==> src/verilog/vme_cfg_pkg.sv <==
// Constants and types shared by the device configuration register bank
`default_nettype none

package vme_cfg_pkg;

   // ------------------------------------------------------------
   // Register map and field positions
   // ------------------------------------------------------------
   localparam logic [7:0] DEV_CFG_OFFSET = 8'h40;
   localparam int         ARB_EN_BIT     = 31;
   localparam int         ARB_MODE_LSB   = 29;
   localparam int         ERR_SUM_BIT    = 28;
   localparam int         PAGE_LSB       = 26;
   localparam int         REQ_LSB        = 24;
   localparam int         WR_DIR_BIT     = 23;
   localparam int         SM_RESET_BIT   = 22;
   localparam int         ARB_TO_LSB     = 19;
   localparam int         XACT_TO_LSB    = 16;

   // ------------------------------------------------------------
   // Reset values
   // ------------------------------------------------------------
   localparam logic       ARB_EN_RST     = 1'h1;
   localparam logic [1:0] PAGE_RST       = 2'h0;
   localparam logic [1:0] REQ_RST        = 2'h3;
   localparam logic [1:0] REQ_LINE_THREE = 2'h3;
   localparam logic [2:0] ARB_TO_RST     = 3'h7;
   localparam logic [2:0] XACT_TO_RST    = 3'h7;
   localparam logic [2:0] TO_DISABLED    = 3'h7;
   localparam int         OTHER_ERR_W    = 5;

   // ------------------------------------------------------------
   // Modes
   // ------------------------------------------------------------
   typedef enum logic [1:0] {
      round_robin_mode,
      fixed_priority_mode,
      prioritized_round_robin_mode,
      single_level_mode
   } arb_mode_t;

   typedef enum logic [1:0] {
      page_4k,
      page_8k,
      page_512,
      page_undefined
   } page_size_t;

   // ------------------------------------------------------------
   // Timing: times in ns, counts in 50 ns cycles
   // ------------------------------------------------------------
   localparam int CLK_PERIOD_NS = 50;
   localparam int T_800NS_NS    = 800;
   localparam int T_12US8_NS    = 12800;
   localparam int T_32US_NS     = 32000;
   localparam int T_64US_NS     = 64000;
   localparam int T_128US_NS    = 128000;
   localparam int T_819US_NS    = 819000;
   localparam int T_3MS28_NS    = 3280000;
   localparam int CYC_800NS     = T_800NS_NS / CLK_PERIOD_NS;
   localparam int CYC_12US8     = T_12US8_NS / CLK_PERIOD_NS;
   localparam int CYC_32US      = T_32US_NS / CLK_PERIOD_NS;
   localparam int CYC_64US      = T_64US_NS / CLK_PERIOD_NS;
   localparam int CYC_128US     = T_128US_NS / CLK_PERIOD_NS;
   localparam int CYC_819US     = T_819US_NS / CLK_PERIOD_NS;
   localparam int CYC_3MS28     = T_3MS28_NS / CLK_PERIOD_NS;
   localparam int TMR_W         = 17;

endpackage

`default_nettype wire

==> src/verilog/timeout_timer.sv <==
// Single timeout counter, reused for arbitration and transaction timing
`timescale 1ns/100ps
`default_nettype none

module timeout_timer
   import vme_cfg_pkg::*;
(
   // Clock and reset
   input  wire logic                     ref_clk,
   input  wire logic                     reset,
   // Control
   input  wire logic                     restart,
   input  wire logic                     active,
   input  wire logic                     disabled,
   input  wire logic [TMR_W-1:0]         limit,
   // Result
   output logic                          expire
);

   typedef enum logic [1:0] {tmr_idle, tmr_run, tmr_done} timer_state_t;

   timer_state_t     state;
   logic [TMR_W-1:0] count;

   // ------------------------------------------------------------
   // Counter: one expiry per wait, rearmed when the wait ends
   // ------------------------------------------------------------
   always_ff @(posedge ref_clk) begin
      if (reset || restart) begin
         state  <= tmr_idle;
         count  <= '0;
         expire <= 1'b0;
      end else begin
         expire <= 1'b0;
         case (state)
            tmr_idle: begin
               count <= '0;
               if (active && !disabled) begin
                  state <= tmr_run;
               end
            end
            tmr_run: begin
               if (!active || disabled) begin
                  state <= tmr_idle;
               end else if (count == limit - TMR_W'(1)) begin
                  state  <= tmr_done;
                  expire <= 1'b1;
               end else begin
                  count <= count + TMR_W'(1);
               end
            end
            tmr_done: begin
               // Held here so one long stall reports once only
               if (!active) begin
                  state <= tmr_idle;
               end
            end
            default: state <= tmr_idle;
         endcase
      end
   end
endmodule // timeout_timer

`default_nettype wire

==> src/verilog/error_summary.sv <==
// Timeout error flags, bus error mirror and the error summary bit
`timescale 1ns/100ps
`default_nettype none

module error_summary
   import vme_cfg_pkg::*;
(
   // Clock and reset
   input  wire logic                   ref_clk,
   input  wire logic                   reset,
   // Events and levels
   input  wire logic                   arb_expire,
   input  wire logic                   xact_expire,
   input  wire logic [OTHER_ERR_W-1:0] other_errors,
   input  wire logic                   vme_berr_n,
   // Clears from the error register
   input  wire logic                   clr_arb_timeout,
   input  wire logic                   clr_xact_timeout,
   // Status
   output logic                        arb_timeout_flag,
   output logic                        xact_timeout_flag,
   output logic                        berr_status,
   output logic                        error_summary_bit
);

   logic next_arb_flag;
   logic next_xact_flag;
   logic next_berr;

   // Set beats clear so an expiry in the clear cycle is kept
   always_comb begin
      next_arb_flag  = arb_expire  || (arb_timeout_flag  && !clr_arb_timeout);
      next_xact_flag = xact_expire || (xact_timeout_flag && !clr_xact_timeout);
      next_berr      = !vme_berr_n;
   end

   // ------------------------------------------------------------
   // Flags
   // ------------------------------------------------------------
   // timeout sets sticky flag
   always_ff @(posedge ref_clk) begin
      if (reset) begin
         arb_timeout_flag  <= 1'b0;
         xact_timeout_flag <= 1'b0;
      end else begin
         arb_timeout_flag  <= next_arb_flag;
         xact_timeout_flag <= next_xact_flag;
      end
   end

   always_ff @(posedge ref_clk) begin
      if (reset) begin
         berr_status <= 1'b0;
      end else begin
         berr_status <= next_berr;
      end
   end

   always_ff @(posedge ref_clk) begin
      if (reset) begin
         error_summary_bit <= 1'b0;
      end else begin
         error_summary_bit <= (|other_errors) || next_arb_flag || next_xact_flag || next_berr;
      end
   end
endmodule // error_summary

`default_nettype wire

==> src/verilog/vme_adapter_config_control.sv <==
// Device configuration register bank for the VME side of the adapter
`timescale 1ns/100ps
`default_nettype none

// ------------------------------------------------------------
// ------------------------------------------------------------

module vme_adapter_config_control
   import vme_cfg_pkg::*;
#(
   parameter int CYC_819US_P = vme_cfg_pkg::CYC_819US,
   parameter int CYC_3MS28_P = vme_cfg_pkg::CYC_3MS28
)
(
   // Clock and reset
   input  wire logic                               ref_clk,
   input  wire logic                               reset,
   // Register port
   input  wire logic [7:0]                         cfg_addr,
   input  wire logic                               cfg_write,
   input  wire logic                               cfg_read,
   input  wire logic [31:0]                        cfg_wdata,
   output logic      [31:0]                        cfg_rdata,
   output logic                                    cfg_ack,
   // VMEbus levels and activity
   input  wire logic                               vme_write_n,
   input  wire logic                               vme_berr_n,
   input  wire logic                               bus_request_pending,
   input  wire logic                               bus_cycle_pending,
   // Error register link
   input  wire logic [vme_cfg_pkg::OTHER_ERR_W-1:0] other_errors,
   input  wire logic                               clr_arb_timeout,
   input  wire logic                               clr_xact_timeout,
   output logic                                    arb_timeout_flag,
   output logic                                    xact_timeout_flag,
   output logic                                    berr_status,
   // Control to the VME logic
   output logic                                    arb_enable,
   output vme_cfg_pkg::arb_mode_t                  arb_mode,
   output vme_cfg_pkg::page_size_t                 page_size,
   output logic      [1:0]                         request_level,
   output logic                                    vme_sm_reset
);

   import vme_cfg_pkg::*;

   // ------------------------------------------------------------
   // Register state
   // ------------------------------------------------------------
   logic       cfg_arb_en;
   arb_mode_t  cfg_arb_mode;
   page_size_t cfg_page;
   logic [1:0] cfg_req;
   logic [2:0] cfg_arb_to;
   logic [2:0] cfg_xact_to;
   logic       write_dir;
   logic       err_sum;
   logic       hit;
   logic       arb_expire;
   logic       xact_expire;
   logic       dir_locked;
   logic [TMR_W-1:0] arb_limit;
   logic [TMR_W-1:0] xact_limit;
   logic [31:0]      read_word;

   // Period decode for both timers, counts in clock cycles
   function automatic logic [TMR_W-1:0] period_cycles(input logic [2:0] code);
      logic [TMR_W-1:0] r;
      r = TMR_W'(CYC_800NS);
      case (code)
         3'h6:    r = TMR_W'(CYC_3MS28_P);
         3'h5:    r = TMR_W'(CYC_819US_P);
         3'h4:    r = TMR_W'(CYC_128US);
         3'h3:    r = TMR_W'(CYC_64US);
         3'h2:    r = TMR_W'(CYC_32US);
         3'h1:    r = TMR_W'(CYC_12US8);
         default: r = TMR_W'(CYC_800NS);
      endcase
      return r;
   endfunction

   assign hit        = (cfg_addr == DEV_CFG_OFFSET);
   assign arb_limit  = period_cycles(cfg_arb_to);
   assign xact_limit = period_cycles(cfg_xact_to);

   // ------------------------------------------------------------
   // Writable fields; full word writes only
   // ------------------------------------------------------------
   // enable, mode, size, level
   always_ff @(posedge ref_clk) begin
      if (reset) begin
         cfg_arb_en   <= ARB_EN_RST;
         cfg_arb_mode <= round_robin_mode;
         cfg_page     <= page_size_t'(PAGE_RST);
         cfg_req      <= REQ_RST;
      end else if (cfg_write && hit) begin
         cfg_arb_en   <= cfg_wdata[ARB_EN_BIT];
         cfg_arb_mode <= arb_mode_t'(cfg_wdata[ARB_MODE_LSB +: 2]);
         cfg_page     <= page_size_t'(cfg_wdata[PAGE_LSB +: 2]);
         cfg_req      <= cfg_wdata[REQ_LSB +: 2];
      end
   end

   // Timeout selects; reset leaves both disabled, so software must set them
   always_ff @(posedge ref_clk) begin
      if (reset) begin
         cfg_arb_to  <= ARB_TO_RST;
         cfg_xact_to <= XACT_TO_RST;
      end else if (cfg_write && hit) begin
         cfg_arb_to  <= cfg_wdata[ARB_TO_LSB +: 3];
         cfg_xact_to <= cfg_wdata[XACT_TO_LSB +: 3];
      end
   end

   always_ff @(posedge ref_clk) begin
      if (reset) begin
         vme_sm_reset <= 1'b0;
      end else begin
         vme_sm_reset <= cfg_write && hit && cfg_wdata[SM_RESET_BIT];
      end
   end

   // ------------------------------------------------------------
   // Control outputs
   // ------------------------------------------------------------
   // enabled single level arbiter forces line three
   always_ff @(posedge ref_clk) begin
      if (reset) begin
         arb_enable    <= ARB_EN_RST;
         arb_mode      <= round_robin_mode;
         page_size     <= page_size_t'(PAGE_RST);
         request_level <= REQ_RST;
      end else begin
         arb_enable    <= cfg_arb_en;
         arb_mode      <= cfg_arb_mode;
         page_size     <= cfg_page;
         request_level <= (cfg_arb_en && cfg_arb_mode == single_level_mode) ?
                          REQ_LINE_THREE : cfg_req;
      end
   end

   // ------------------------------------------------------------
   // Timers; the state machine reset rearms both
   // ------------------------------------------------------------
   // arbitration timer gated by enable
   timeout_timer u_arb_timer (
      .ref_clk  (ref_clk),
      .reset    (reset),
      .restart  (vme_sm_reset),
      .active   (cfg_arb_en && bus_request_pending),
      .disabled (cfg_arb_to == TO_DISABLED),
      .limit    (arb_limit),
      .expire   (arb_expire)
   );

   timeout_timer u_xact_timer (
      .ref_clk  (ref_clk),
      .reset    (reset),
      .restart  (vme_sm_reset),
      .active   (bus_cycle_pending),
      .disabled (cfg_xact_to == TO_DISABLED),
      .limit    (xact_limit),
      .expire   (xact_expire)
   );

   error_summary u_errors (
      .ref_clk           (ref_clk),
      .reset             (reset),
      .arb_expire        (arb_expire),
      .xact_expire       (xact_expire),
      .other_errors      (other_errors),
      .vme_berr_n        (vme_berr_n),
      .clr_arb_timeout   (clr_arb_timeout),
      .clr_xact_timeout  (clr_xact_timeout),
      .arb_timeout_flag  (arb_timeout_flag),
      .xact_timeout_flag (xact_timeout_flag),
      .berr_status       (berr_status),
      .error_summary_bit (err_sum)
   );

   // ------------------------------------------------------------
   // Write direction capture
   // ------------------------------------------------------------
   // Frozen while any timeout flag stands, so software sees the failing cycle
   assign dir_locked = arb_expire || xact_expire || arb_timeout_flag || xact_timeout_flag;

   always_ff @(posedge ref_clk) begin
      if (reset) begin
         write_dir <= 1'b0;
      end else if (!dir_locked) begin
         // low write line stored as one
         write_dir <= !vme_write_n;
      end
   end

   // ------------------------------------------------------------
   // Read path; unmapped offsets read zero
   // ------------------------------------------------------------
   always_comb begin
      read_word                        = 32'h0000_0000;
      read_word[ARB_EN_BIT]            = cfg_arb_en;
      read_word[ARB_MODE_LSB +: 2]     = cfg_arb_mode;
      read_word[ERR_SUM_BIT]           = err_sum;
      read_word[PAGE_LSB +: 2]         = cfg_page;
      read_word[REQ_LSB +: 2]          = cfg_req;
      read_word[WR_DIR_BIT]            = write_dir;
      read_word[ARB_TO_LSB +: 3]       = cfg_arb_to;
      read_word[XACT_TO_LSB +: 3]      = cfg_xact_to;
   end

   always_ff @(posedge ref_clk) begin
      if (reset) begin
         cfg_rdata <= 32'h0000_0000;
         cfg_ack   <= 1'b0;
      end else begin
         cfg_ack   <= cfg_read || cfg_write;
         cfg_rdata <= (cfg_read && hit) ? read_word : 32'h0000_0000;
      end
   end
endmodule // vme_adapter_config_control

`default_nettype wire

==> config.mk <==
export PLATFORM = sky130hd
export DESIGN_NAME = vme_adapter_config_control
export DESIGN_NICKNAME = d
export VERILOG_FILES = /design/src/verilog/vme_cfg_pkg.sv /design/src/verilog/timeout_timer.sv /design/src/verilog/error_summary.sv /design/src/verilog/vme_adapter_config_control.sv
export SDC_FILE = /design/constraint.sdc
export NUM_CORES = 1
export LEC_CHECK = 0
export BUFFER_PORTS_ARGS = -buffer_cell sky130_fd_sc_hd__buf_2
export CAP_MARGIN = 20
export CORE_AREA = 2 2 118 120
export CTS_CLUSTER_DIAMETER = 50
export DETAILED_ROUTE_END_ITERATION = 8
export DIE_AREA = 0 0 120 122
export PLACE_DENSITY_LB_ADDON = 0.15
export SLEW_MARGIN = 5
export SYNTH_ARGS = -nofsm -noshare
export SYNTH_HDL_FRONTEND = slang
export SYNTH_SLANG_ARGS = --single-unit
==> constraint.sdc <==
create_clock -name ref_clk -period 6.82 [get_ports ref_clk]
set_input_delay 0 -clock ref_clk [delete_from_list [all_inputs] [get_ports ref_clk]]
set_output_delay 0 -clock ref_clk [all_outputs]
set_load 0.05 [all_outputs]
==> results of run 1 <==
cell usage after synthesis (3+ instances only):
cell,n,share of area
and3_1,16,0.025
and2_1,20,0.032
buf_4,19,0.036
nand4_1,10,0.016
o21ai_0,17,0.022
clkbuf_1,11,0.011
o211a_1,3,0.0076
a211o_1,9,0.020
nor4_1,5,0.0080
o31ai_1,5,0.0096
a21oi_1,23,0.029
o211ai_1,3,0.0057
nand3_1,17,0.022
buf_2,4,0.0051
nand2_1,32,0.031
nor3_1,6,0.0076
mux2i_1,4,0.010
o22a_1,4,0.0089
dfxtp_1,82,0.42
nand2b_1,4,0.0064
nor3b_1,4,0.0076
nor2_1,48,0.046
inv_1,11,0.011
nand4b_1,3,0.0067
or3_1,14,0.022
xnor2_1,8,0.018
o21ai_1,5,0.0064
xor2_1,8,0.018
nor2b_1,7,0.011
a31oi_1,5,0.0080
or4_1,6,0.011
routing by layer:
metal / vias to the layer above / track usage / routed length [um]
met3: 11 / 0.02669 / 501
met2: 84 / 0.2177 / 4285
met5: - / 0 / 0
met4: 0 / 0.05221 / 164
li1: 1772 / - / -
met1: 1641 / 0.1891 / 4985
layout make-up:
cell class	count	area [sq um]
Multi-Input combinational cell	342	2096
Tap cell	180	225.2
Fill cell	1396	8670
Clock buffer	9	225.2
Timing Repair Buffer	87	548.0
Sequential cell	82	1642
Clock inverter	7	53.80
Inverter	12	45.04
metrics by stage:
| step | instances | hold WS, ns |
|---|---|---|
| after floorplan | 471 | 0.06669 |
| after global placement | 682 | 0.1709 |
| after detailed placement | 682 | 0.1793 |
| after CTS | 719 | 0.006726 |
| after global routing | 719 | 0.03925 |
| final | 719 | 0.008934 |
power by group:
group / switching (mW) / internal, mW
Sequential: 0.000740 / 0.480
Clock: 0.203 / 0.249
Combinational: 0.0357 / 0.0175
sequential cells by signal, summed over array words and instances (netlist names):
signal,cells
u_arb_timer.count,17
u_xact_timer.count,17
cfg_rdata,15
cfg_arb_to,3
cfg_xact_to,3
arb_mode,2
cfg_arb_mode,2
cfg_page,2
cfg_req,2
page_size,2
request_level,2
u_arb_timer.state,2
u_xact_timer.state,2
arb_enable,1
cfg_ack,1
cfg_arb_en,1
u_arb_timer.expire,1
u_errors.arb_timeout_flag,1
u_errors.berr_status,1
u_errors.error_summary_bit,1
u_errors.xact_timeout_flag,1
u_xact_timer.expire,1
vme_sm_reset,1
write_dir,1
worst register-to-register path: stages (launching register included):
cell and delay [ns]:
dfxtp_1 0.56, and3b_1 0.26, or4_1 0.40, a222oi_1 0.31, nand4_1 0.56, nand2_1 0.61
mux2_2 0.39, nor2_1 0.07
how the worst min path moves through the flow:
stage | start | endpoint
after floorplan | vme_berr_n | u_errors.berr_status$_SDFF_PP0_
after global placement | vme_berr_n | u_errors.berr_status$_SDFF_PP0_
after detailed placement | vme_berr_n | u_errors.berr_status$_SDFF_PP0_
after CTS | clr_arb_timeout | u_errors.arb_timeout_flag$_SDFF_PP0_
after global routing | clr_arb_timeout | u_errors.arb_timeout_flag$_SDFF_PP0_
final | clr_arb_timeout | u_errors.arb_timeout_flag$_SDFF_PP0_
cells by family after synthesis:
| family | synth area share |
|---|---|
| mux | 0.01305 |
| buf+inv | 0.06431 |
| flops | 0.4177 |
| fa+ha+maj | 0.006366 |
| simple gates | 0.2856 |
| compound gates | 0.1764 |
| other cells | 0.0009542 |
| xor+xnor | 0.03566 |
==> impl_metrics.toml, run 1 <==
[status]
status = "completed"

[logic_synthesis]
async_flop_share = 0
synth-seq-cells = 82
yosysUniqueCellTypes = 65
avgSynthCellArea_sq_um = 8.637
synth-seq-area-share = 0.4177
synth_cells = 455
yosysWarnings = 0
synth.cell_area_sq_mm = 0.003930
synth-edff-count = 0
ys.flop_type = "dfxtp_1"

[worst_setup_path]
cp-end-kind = "flip-flop"
worstSetupStartpointType = "flip-flop"
cp.arrival_ns = 3.49
reg2reg_to = "u_xact_timer.count[0]$_SDFFE_PP0P_"
critPathKind = "flip-flop to flip-flop"
slowest_delay_ns = 0.61
path_max_fanout = 14
crit_buf_inv = 0
crit_required_ns = 7.10
crit_chain = "and3b_1 -> or4_1 -> a222oi_1 -> nand4_1 -> nand2_1 -> mux2_2 -> nor2_1"
regToRegSetupSlack_ns = 3.61
worstSetupEndpoint = "u_xact_timer.count[0]$_SDFFE_PP0P_"
slowest_stage = "nand2_1"
r2r_cells = 7
cp_num_cells = 7
crit_family = "simple AND/OR/NAND/NOR gates"
cp-startpoint = "cfg_xact_to[1]$_SDFFE_PP1P_"
r2r-start = "cfg_xact_to[1]$_SDFFE_PP1P_"

[timing]
tightest_slew_ns = 0.7020
fin_skew_ns = 0.004982
slew_headroom = 0.5320
max_freq_ghz = 0.3112
drv_slew = 0
hold_viol = 0
finalSetupViolCount = 0
timing.final.crit_period_ns = 3.214
setup_ws_ns = 3.606
fin_tns_setup_ns = 0
fin_crit_sh = 0.4712
rsz0062_at_grt = "no"

[pwr]
powerDensity_mw_per_mm2 = 204.0
leakage_nw = 1.850
total_power_mw = 0.9864
irDropWorstVdd_mv = 0.1201

[min_path]
min_delay_path_depth = 4
hold_class = "input pin to flip-flop"

[global_routing]
grt-ovfl-total = 0
grt_first_pass_wirelength_um = 16390
first_global_vias = 3328
track_usage = 0.1388
grt_antenna_before_repair = 0
grt_max_degree = 27

[placed_design]
gp_congestion = 0.8525
portBuffers = 63
place_hpwl_um = 7060
dpl-instance-area_sq_mm = 0.004345
place_ws_ns = 3.579

[floorplanning]
fp.dieArea_sq_mm = 0.01464
start_util = 0.2910
core_area_sq_mm = 0.01350
fp.dieH_um = 122
row_count = 43
io_pins = 99
die_x_um = 120

[final_layout]
most-common-layout-cells = "82 x dfxtp_1, 63 x buf_2, 48 x nor2_1, 32 x nand2_1, 23 x a21oi_1"
fin_nets = 591
drive_gt1_frac = 0.1744
area_growth_pct = 23.02
final_area_sq_mm = 0.004835
finish.utilization = 0.3580
layout_commonest_cell = "dfxtp_1"
diodes = 0

[route]
totalWireLength_um = 9937
drcViolationCount = 0
avgViaCountPerCell = 4.879
dr.first_iter.drc_count = 177
drtPass1Iterations = 4
vias = 3508
avgRoutedWirePerCell_um = 13.82
drtAntennaViolNets = 0

[job]
maxCapViolCount = 0

[clocking]
cts_buffer_depth = 2
numCtsBuffers = 9
clock-sinks = 82
cts_max_level = 3
path_clk_slew_ns = 0.07
cts_tree = "done"
root_buffer = "clkbuf_16"
cts-hold-fix-buffers = 21
insertion_delay_ns = 0.34
cts_setup_buffers = 0
cts_resized = 0
No activity file was read; power rests on OpenSTA's default activity.
==> inputs of run 2 (changes only) <==
clock period = 2.95 ns   (was 6.82 ns; I/O delays follow)
==> impl_metrics.toml, run 2 (synthesized netlist as in run 1, its figures left out) <==
[worst_setup_path]
crit_chain = "ha_1 -> nand2_2 -> a2111oi_4 -> o211ai_2 -> or4b_1 -> o21ai_1 -> nor4b_1 -> a311o_1"
slowest_delay_ns = 0.61
worstSetupStartpointType = "flip-flop"
slowest_stage = "or4b_1"
r2r_cells = 8
path_max_fanout = 5
cp.arrival_ns = 2.81
crit_required_ns = 3.17
critPathKind = "flip-flop to flip-flop"
cp-end-kind = "flip-flop"

[floorplanning]
die_x_um = 120
fp.dieH_um = 122
row_count = 43
start_util = 0.2910
fp.dieArea_sq_mm = 0.01464
io_pins = 99
core_area_sq_mm = 0.01350

[final_layout]
layout_commonest_cell = "dfxtp_1"
drive_gt1_frac = 0.1901
fin_nets = 599
area_growth_pct = 25.25
most-common-layout-cells = "81 x dfxtp_1, 63 x buf_2, 48 x nor2_1, 32 x nand2_1, 23 x a21oi_1"
largestRegisters = "u_arb_timer.count: 17 flops, u_xact_timer.count: 17 flops, cfg_rdata: 15 flops"
fin_cells = 727
fillers = 1386
diodes = 0

[placed_design]
gp_congestion = 0.8728
place_hpwl_um = 7081
place_ws_ns = 0.3048
placed_cells = 691
portBuffers = 63

[route]
drtPass1Iterations = 4
drcViolationCount = 0
totalWireLength_um = 9964
drtAntennaViolNets = 0
vias = 3526
avgViaCountPerCell = 4.850
avgRoutedWirePerCell_um = 13.71
dr.first_iter.drc_count = 219

[timing]
fin_crit_sh = 0.8754
fin_skew_ns = 0.006084
timing.final.crit_period_ns = 2.583
setup_ws_ns = 0.3674
rsz0062_at_grt = "no"
whs_ns = 0.01524
max_freq_ghz = 0.3872
slew_headroom = 0.6334
drv_slew = 0
tightest_slew_ns = 0.5492
finalSetupViolCount = 0
hold_viol = 0
fin_tns_setup_ns = 0

[min_path]
hold_class = "input pin to flip-flop"
min_delay_path_depth = 3

[global_routing]
grt_max_degree = 27
grt_first_pass_wirelength_um = 16460
track_usage = 0.1393
first_global_vias = 3322
grt_antenna_before_repair = 0
grt-ovfl-total = 0

[clocking]
path_clk_slew_ns = 0.07
root_buffer = "clkbuf_16"
cts_tree = "done"
cts_buffer_depth = 2
cts_setup_buffers = 0
clock-sinks = 82
insertion_delay_ns = 0.34
cts_max_level = 3
numCtsBuffers = 9

[pwr]
irDropWorstVdd_mv = 0.3331
netSwitchingPower_mw = 0.5805
total_power_mw = 2.405
powerDensity_mw_per_mm2 = 488.5
pwr-share-clk = 0.486
seqPwrFrac = 0.462
p_comb_frac = 0.051
p_int_mw = 1.824
p_sw_frac = 0.2414
leakage_nw = 1.912

[job]
maxCapViolCount = 0

[status]
status = "completed"
-- run 2: through the flow --
stage / util / instance area (sq um)
6_report: 0.3645 / 4922
5_1_grt: 0.3645 / 4922
4_1_cts: 0.3644 / 4921
3_5_place_dp: 0.3268 / 4413
3_3_place_gp: 0.3268 / 4413
2_1_floorplan: - / 3990
-- run 2: worst max-delay path, delay by kind of cell (launching register included) --
kind / cells / cell delay, ns
fa+ha+maj: 1 / 0.24
simple gates: 3 / 0.80
compound gates: 4 / 1.04
flops: 1 / 0.39
-- run 2: routing by layer --
layer  up-vias  GRT usage  wire length [um]  share of wire
met5         -          0                 0              0
met4         0    0.05000                98         0.0098
met3         6    0.02622               516          0.052
met2        94     0.2156              4318           0.43
met1      1643     0.1934              5030           0.50
li1       1783          -                 -              -
-- run 2: power groups by stage --
stage	clock network, mW	registers [mW]	logic, mW
after floorplan	0	1.14	0.0804
after global placement	0	1.14	0.103
final	1.17	1.11	0.123
after detailed placement	0	1.14	0.103
after global routing	1.26	1.11	0.131
after CTS	1.20	1.11	0.123
-- run 2: timing repair --
action,CTS,global route
hold endpoints to repair,20,0
hold buffers,20,0
resized for setup,0,1
endpoints found under the setup margin,0,2
-- run 2: layout make-up --
| class | instances | area (sq um) | area share |
|---|---|---|---|
| multi-input cells | 342 | 2096 | 0.4258 |
| flip-flops and latches | 82 | 1643 | 0.3338 |
| repair buffers | 95 | 605.6 | 0.1230 |
| clock buffers | 9 | 225.2 | 0.04575 |
| well taps | 180 | 225.2 | 0.04575 |
| clock inverters | 7 | 82.58 | 0.01678 |
| inverters | 12 | 45.04 | 0.009151 |
-- run 2: worst paths after layout --
check | start | endpoint | slack, ns
setup / recovery | u_arb_timer.count[0]$_SDFFE_PP0P_ | u_arb_timer.count[0]$_SDFFE_PP0P_ | 0.37
hold / removal | cfg_wdata[25] | cfg_req[1]$_SDFFE_PP1P_ | 0.02
setup reg to reg | u_arb_timer.count[0]$_SDFFE_PP0P_ | u_arb_timer.count[0]$_SDFFE_PP0P_ | 0.37
hold reg to reg | u_errors.error_summary_bit$_SDFF_PP0_ | cfg_rdata[28]$_SDFF_PP0_ | 0.43
==> inputs of run 3 (changes only) <==
CORE_AREA = 2 2 95 97   (was 2 2 118 120)
DIE_AREA = 0 0 97 99   (was 0 0 120 122)
SLEW_MARGIN = not set   (was 5)
clock period = 2.6 ns   (was 2.95 ns; I/O delays follow)
==> impl_metrics.toml, run 3 (synthesized netlist as in run 1, its figures left out) <==
[status]
status = "completed"

[pwr]
netSwitchingPower_mw = 0.6307
p_sw_frac = 0.2613
p_int_mw = 1.783
irDropWorstVdd_mv = 0.2807
seqPwrFrac = 0.522
p_comb_frac = 0.059
pwr-share-clk = 0.418
leakage_nw = 1.900
powerDensity_mw_per_mm2 = 500.5

[floorplanning]
die_x_um = 97
io_pins = 99
fp.dieArea_sq_mm = 0.009603
fp.dieH_um = 99
start_util = 0.4596
row_count = 34
core_area_sq_mm = 0.008551

[route]
drtAntennaViolNets = 0
avgViaCountPerCell = 5.398
avgRoutedWirePerCell_um = 14.04
vias = 3579
drtPass1Iterations = 4
totalWireLength_um = 9306
dr.first_iter.drc_count = 171
drcViolationCount = 0

[final_layout]
fin_nets = 607
fin_cells = 663
largestRegisters = "u_arb_timer.count: 17 flops, u_xact_timer.count: 17 flops, cfg_rdata: 15 flops"
layout_commonest_cell = "dfxtp_1"
final_area_sq_mm = 0.004822
diodes = 0
drive_gt1_frac = 0.2018
area_growth_pct = 22.70
most-common-layout-cells = "80 x dfxtp_1, 63 x buf_2, 48 x nor2_1, 32 x nand2_1"
fillers = 754

[placed_design]
portBuffers = 63
gp_congestion = 0.8971
dpl-instance-area_sq_mm = 0.004353
placed_cells = 623
place_hpwl_um = 6542

[clocking]
cts_max_level = 3
cts_tree = "done"
clock-sinks = 82
insertion_delay_ns = 0.36
path_clk_slew_ns = 0.10
numCtsBuffers = 9
root_buffer = "clkbuf_8"
cts_buffer_depth = 2

[worst_setup_path]
cp-end-kind = "flip-flop"
cp.arrival_ns = 2.73
path_max_fanout = 5
crit_required_ns = 2.86
critPathKind = "flip-flop to flip-flop"
regToRegSetupSlack_ns = 0.12
worstSetupStartpointType = "flip-flop"

[job]
maxCapViolCount = 0

[timing]
timing.final.crit_period_ns = 2.479
slew_headroom = 0.5893
fin_crit_sh = 0.9534
fin_tns_setup_ns = 0
fin_skew_ns = 0.01206
max_freq_ghz = 0.4034
hold_viol = 0
finalSetupViolCount = 0
drv_slew = 0
tightest_slew_ns = 0.6148

[global_routing]
track_usage = 0.1942
grt_max_degree = 27
grt_antenna_before_repair = 0
first_global_vias = 3285
grt_first_pass_wirelength_um = 15360
grt-ovfl-total = 0

[min_path]
hold_class = "input pin to flip-flop"
==> run 3: changes by cell type in the layout (fill, tap and decap cells not counted), sizes merged <==
cell and change:
buf +4, dlygate4sd3 +3, o311ai +1, inv +1, clkinv -1
==> run 3: per-layer routing <==
layer	wire, um	vias to the layer above	share of wire	GRT usage
li1	-	1809	-	-
met1	4402	1638	0.47	0.2593
met2	4152	122	0.45	0.3136
met3	634	10	0.068	0.04326
met4	116	0	0.012	0.06392
met5	0	-	0	0
==> run 3: what timing repair did <==
action / 4_1_cts / 5_1_grt
buffers inserted: 0 / 0
setup endpoints to repair: 0 / 8
hold endpoints to repair: 22 / 0
gates resized for setup: 0 / 4
hold buffers: 23 / 0
==> run 3: worst paths after layout <==
check / from / end / cells after the start
min: cfg_write / cfg_xact_to[0]$_SDFFE_PP1P_ / 2
max reg2reg: u_arb_timer.count[1]$_SDFFE_PP0P_ / u_arb_timer.count[13]$_SDFFE_PP0P_ / 8
max: u_arb_timer.count[1]$_SDFFE_PP0P_ / u_arb_timer.count[13]$_SDFFE_PP0P_ / 8
min reg2reg: u_errors.error_summary_bit$_SDFF_PP0_ / cfg_rdata[28]$_SDFF_PP0_ / 1
==> run 3: final cells by class <==
class,instances,area (sq um),share of cell area
well taps,108,135.1,0.02802
multi-input cells,343,2118,0.4393
inverters,12,45.04,0.009341
clock inverters,7,90.09,0.01868
clock buffers,9,123.9,0.02569
flip-flops and latches,82,1644,0.3409
repair buffers,102,665.6,0.1380
==> run 3: per-stage QoR <==
stage	setup slack [ns]	utilization	power, mW	hold WS (ns)
after global placement	0.1457	0.5091	1.406	0.1697
after global routing	-0.01680	0.5639	2.502	0.04643
after CTS	0.06541	0.5610	2.448	0.01838
final	0.1211	0.5639	2.414	0.03528
after detailed placement	0.07045	0.5091	1.406	0.1714
after floorplan	0.2631	-	1.389	0.06669
==> run 3: critical path: stages (launching register included) <==
cell and delay (ns):
dfxtp_1 0.38, ha_2 0.22, nand2_2 0.08, a2111oi_4 0.34
o211ai_2 0.16, or4b_4 0.59, o311ai_4 0.38, or3_1 0.17
a21oi_1 0.06
==> run 3: power groups by stage <==
stage / clock network, mW / logic (mW) / registers (mW)
final: 1.01 / 0.143 / 1.26
after global routing: 1.09 / 0.151 / 1.26
after CTS: 1.04 / 0.142 / 1.26
after detailed placement: 0 / 0.116 / 1.29
after global placement: 0 / 0.116 / 1.29
after floorplan: 0 / 0.0912 / 1.30
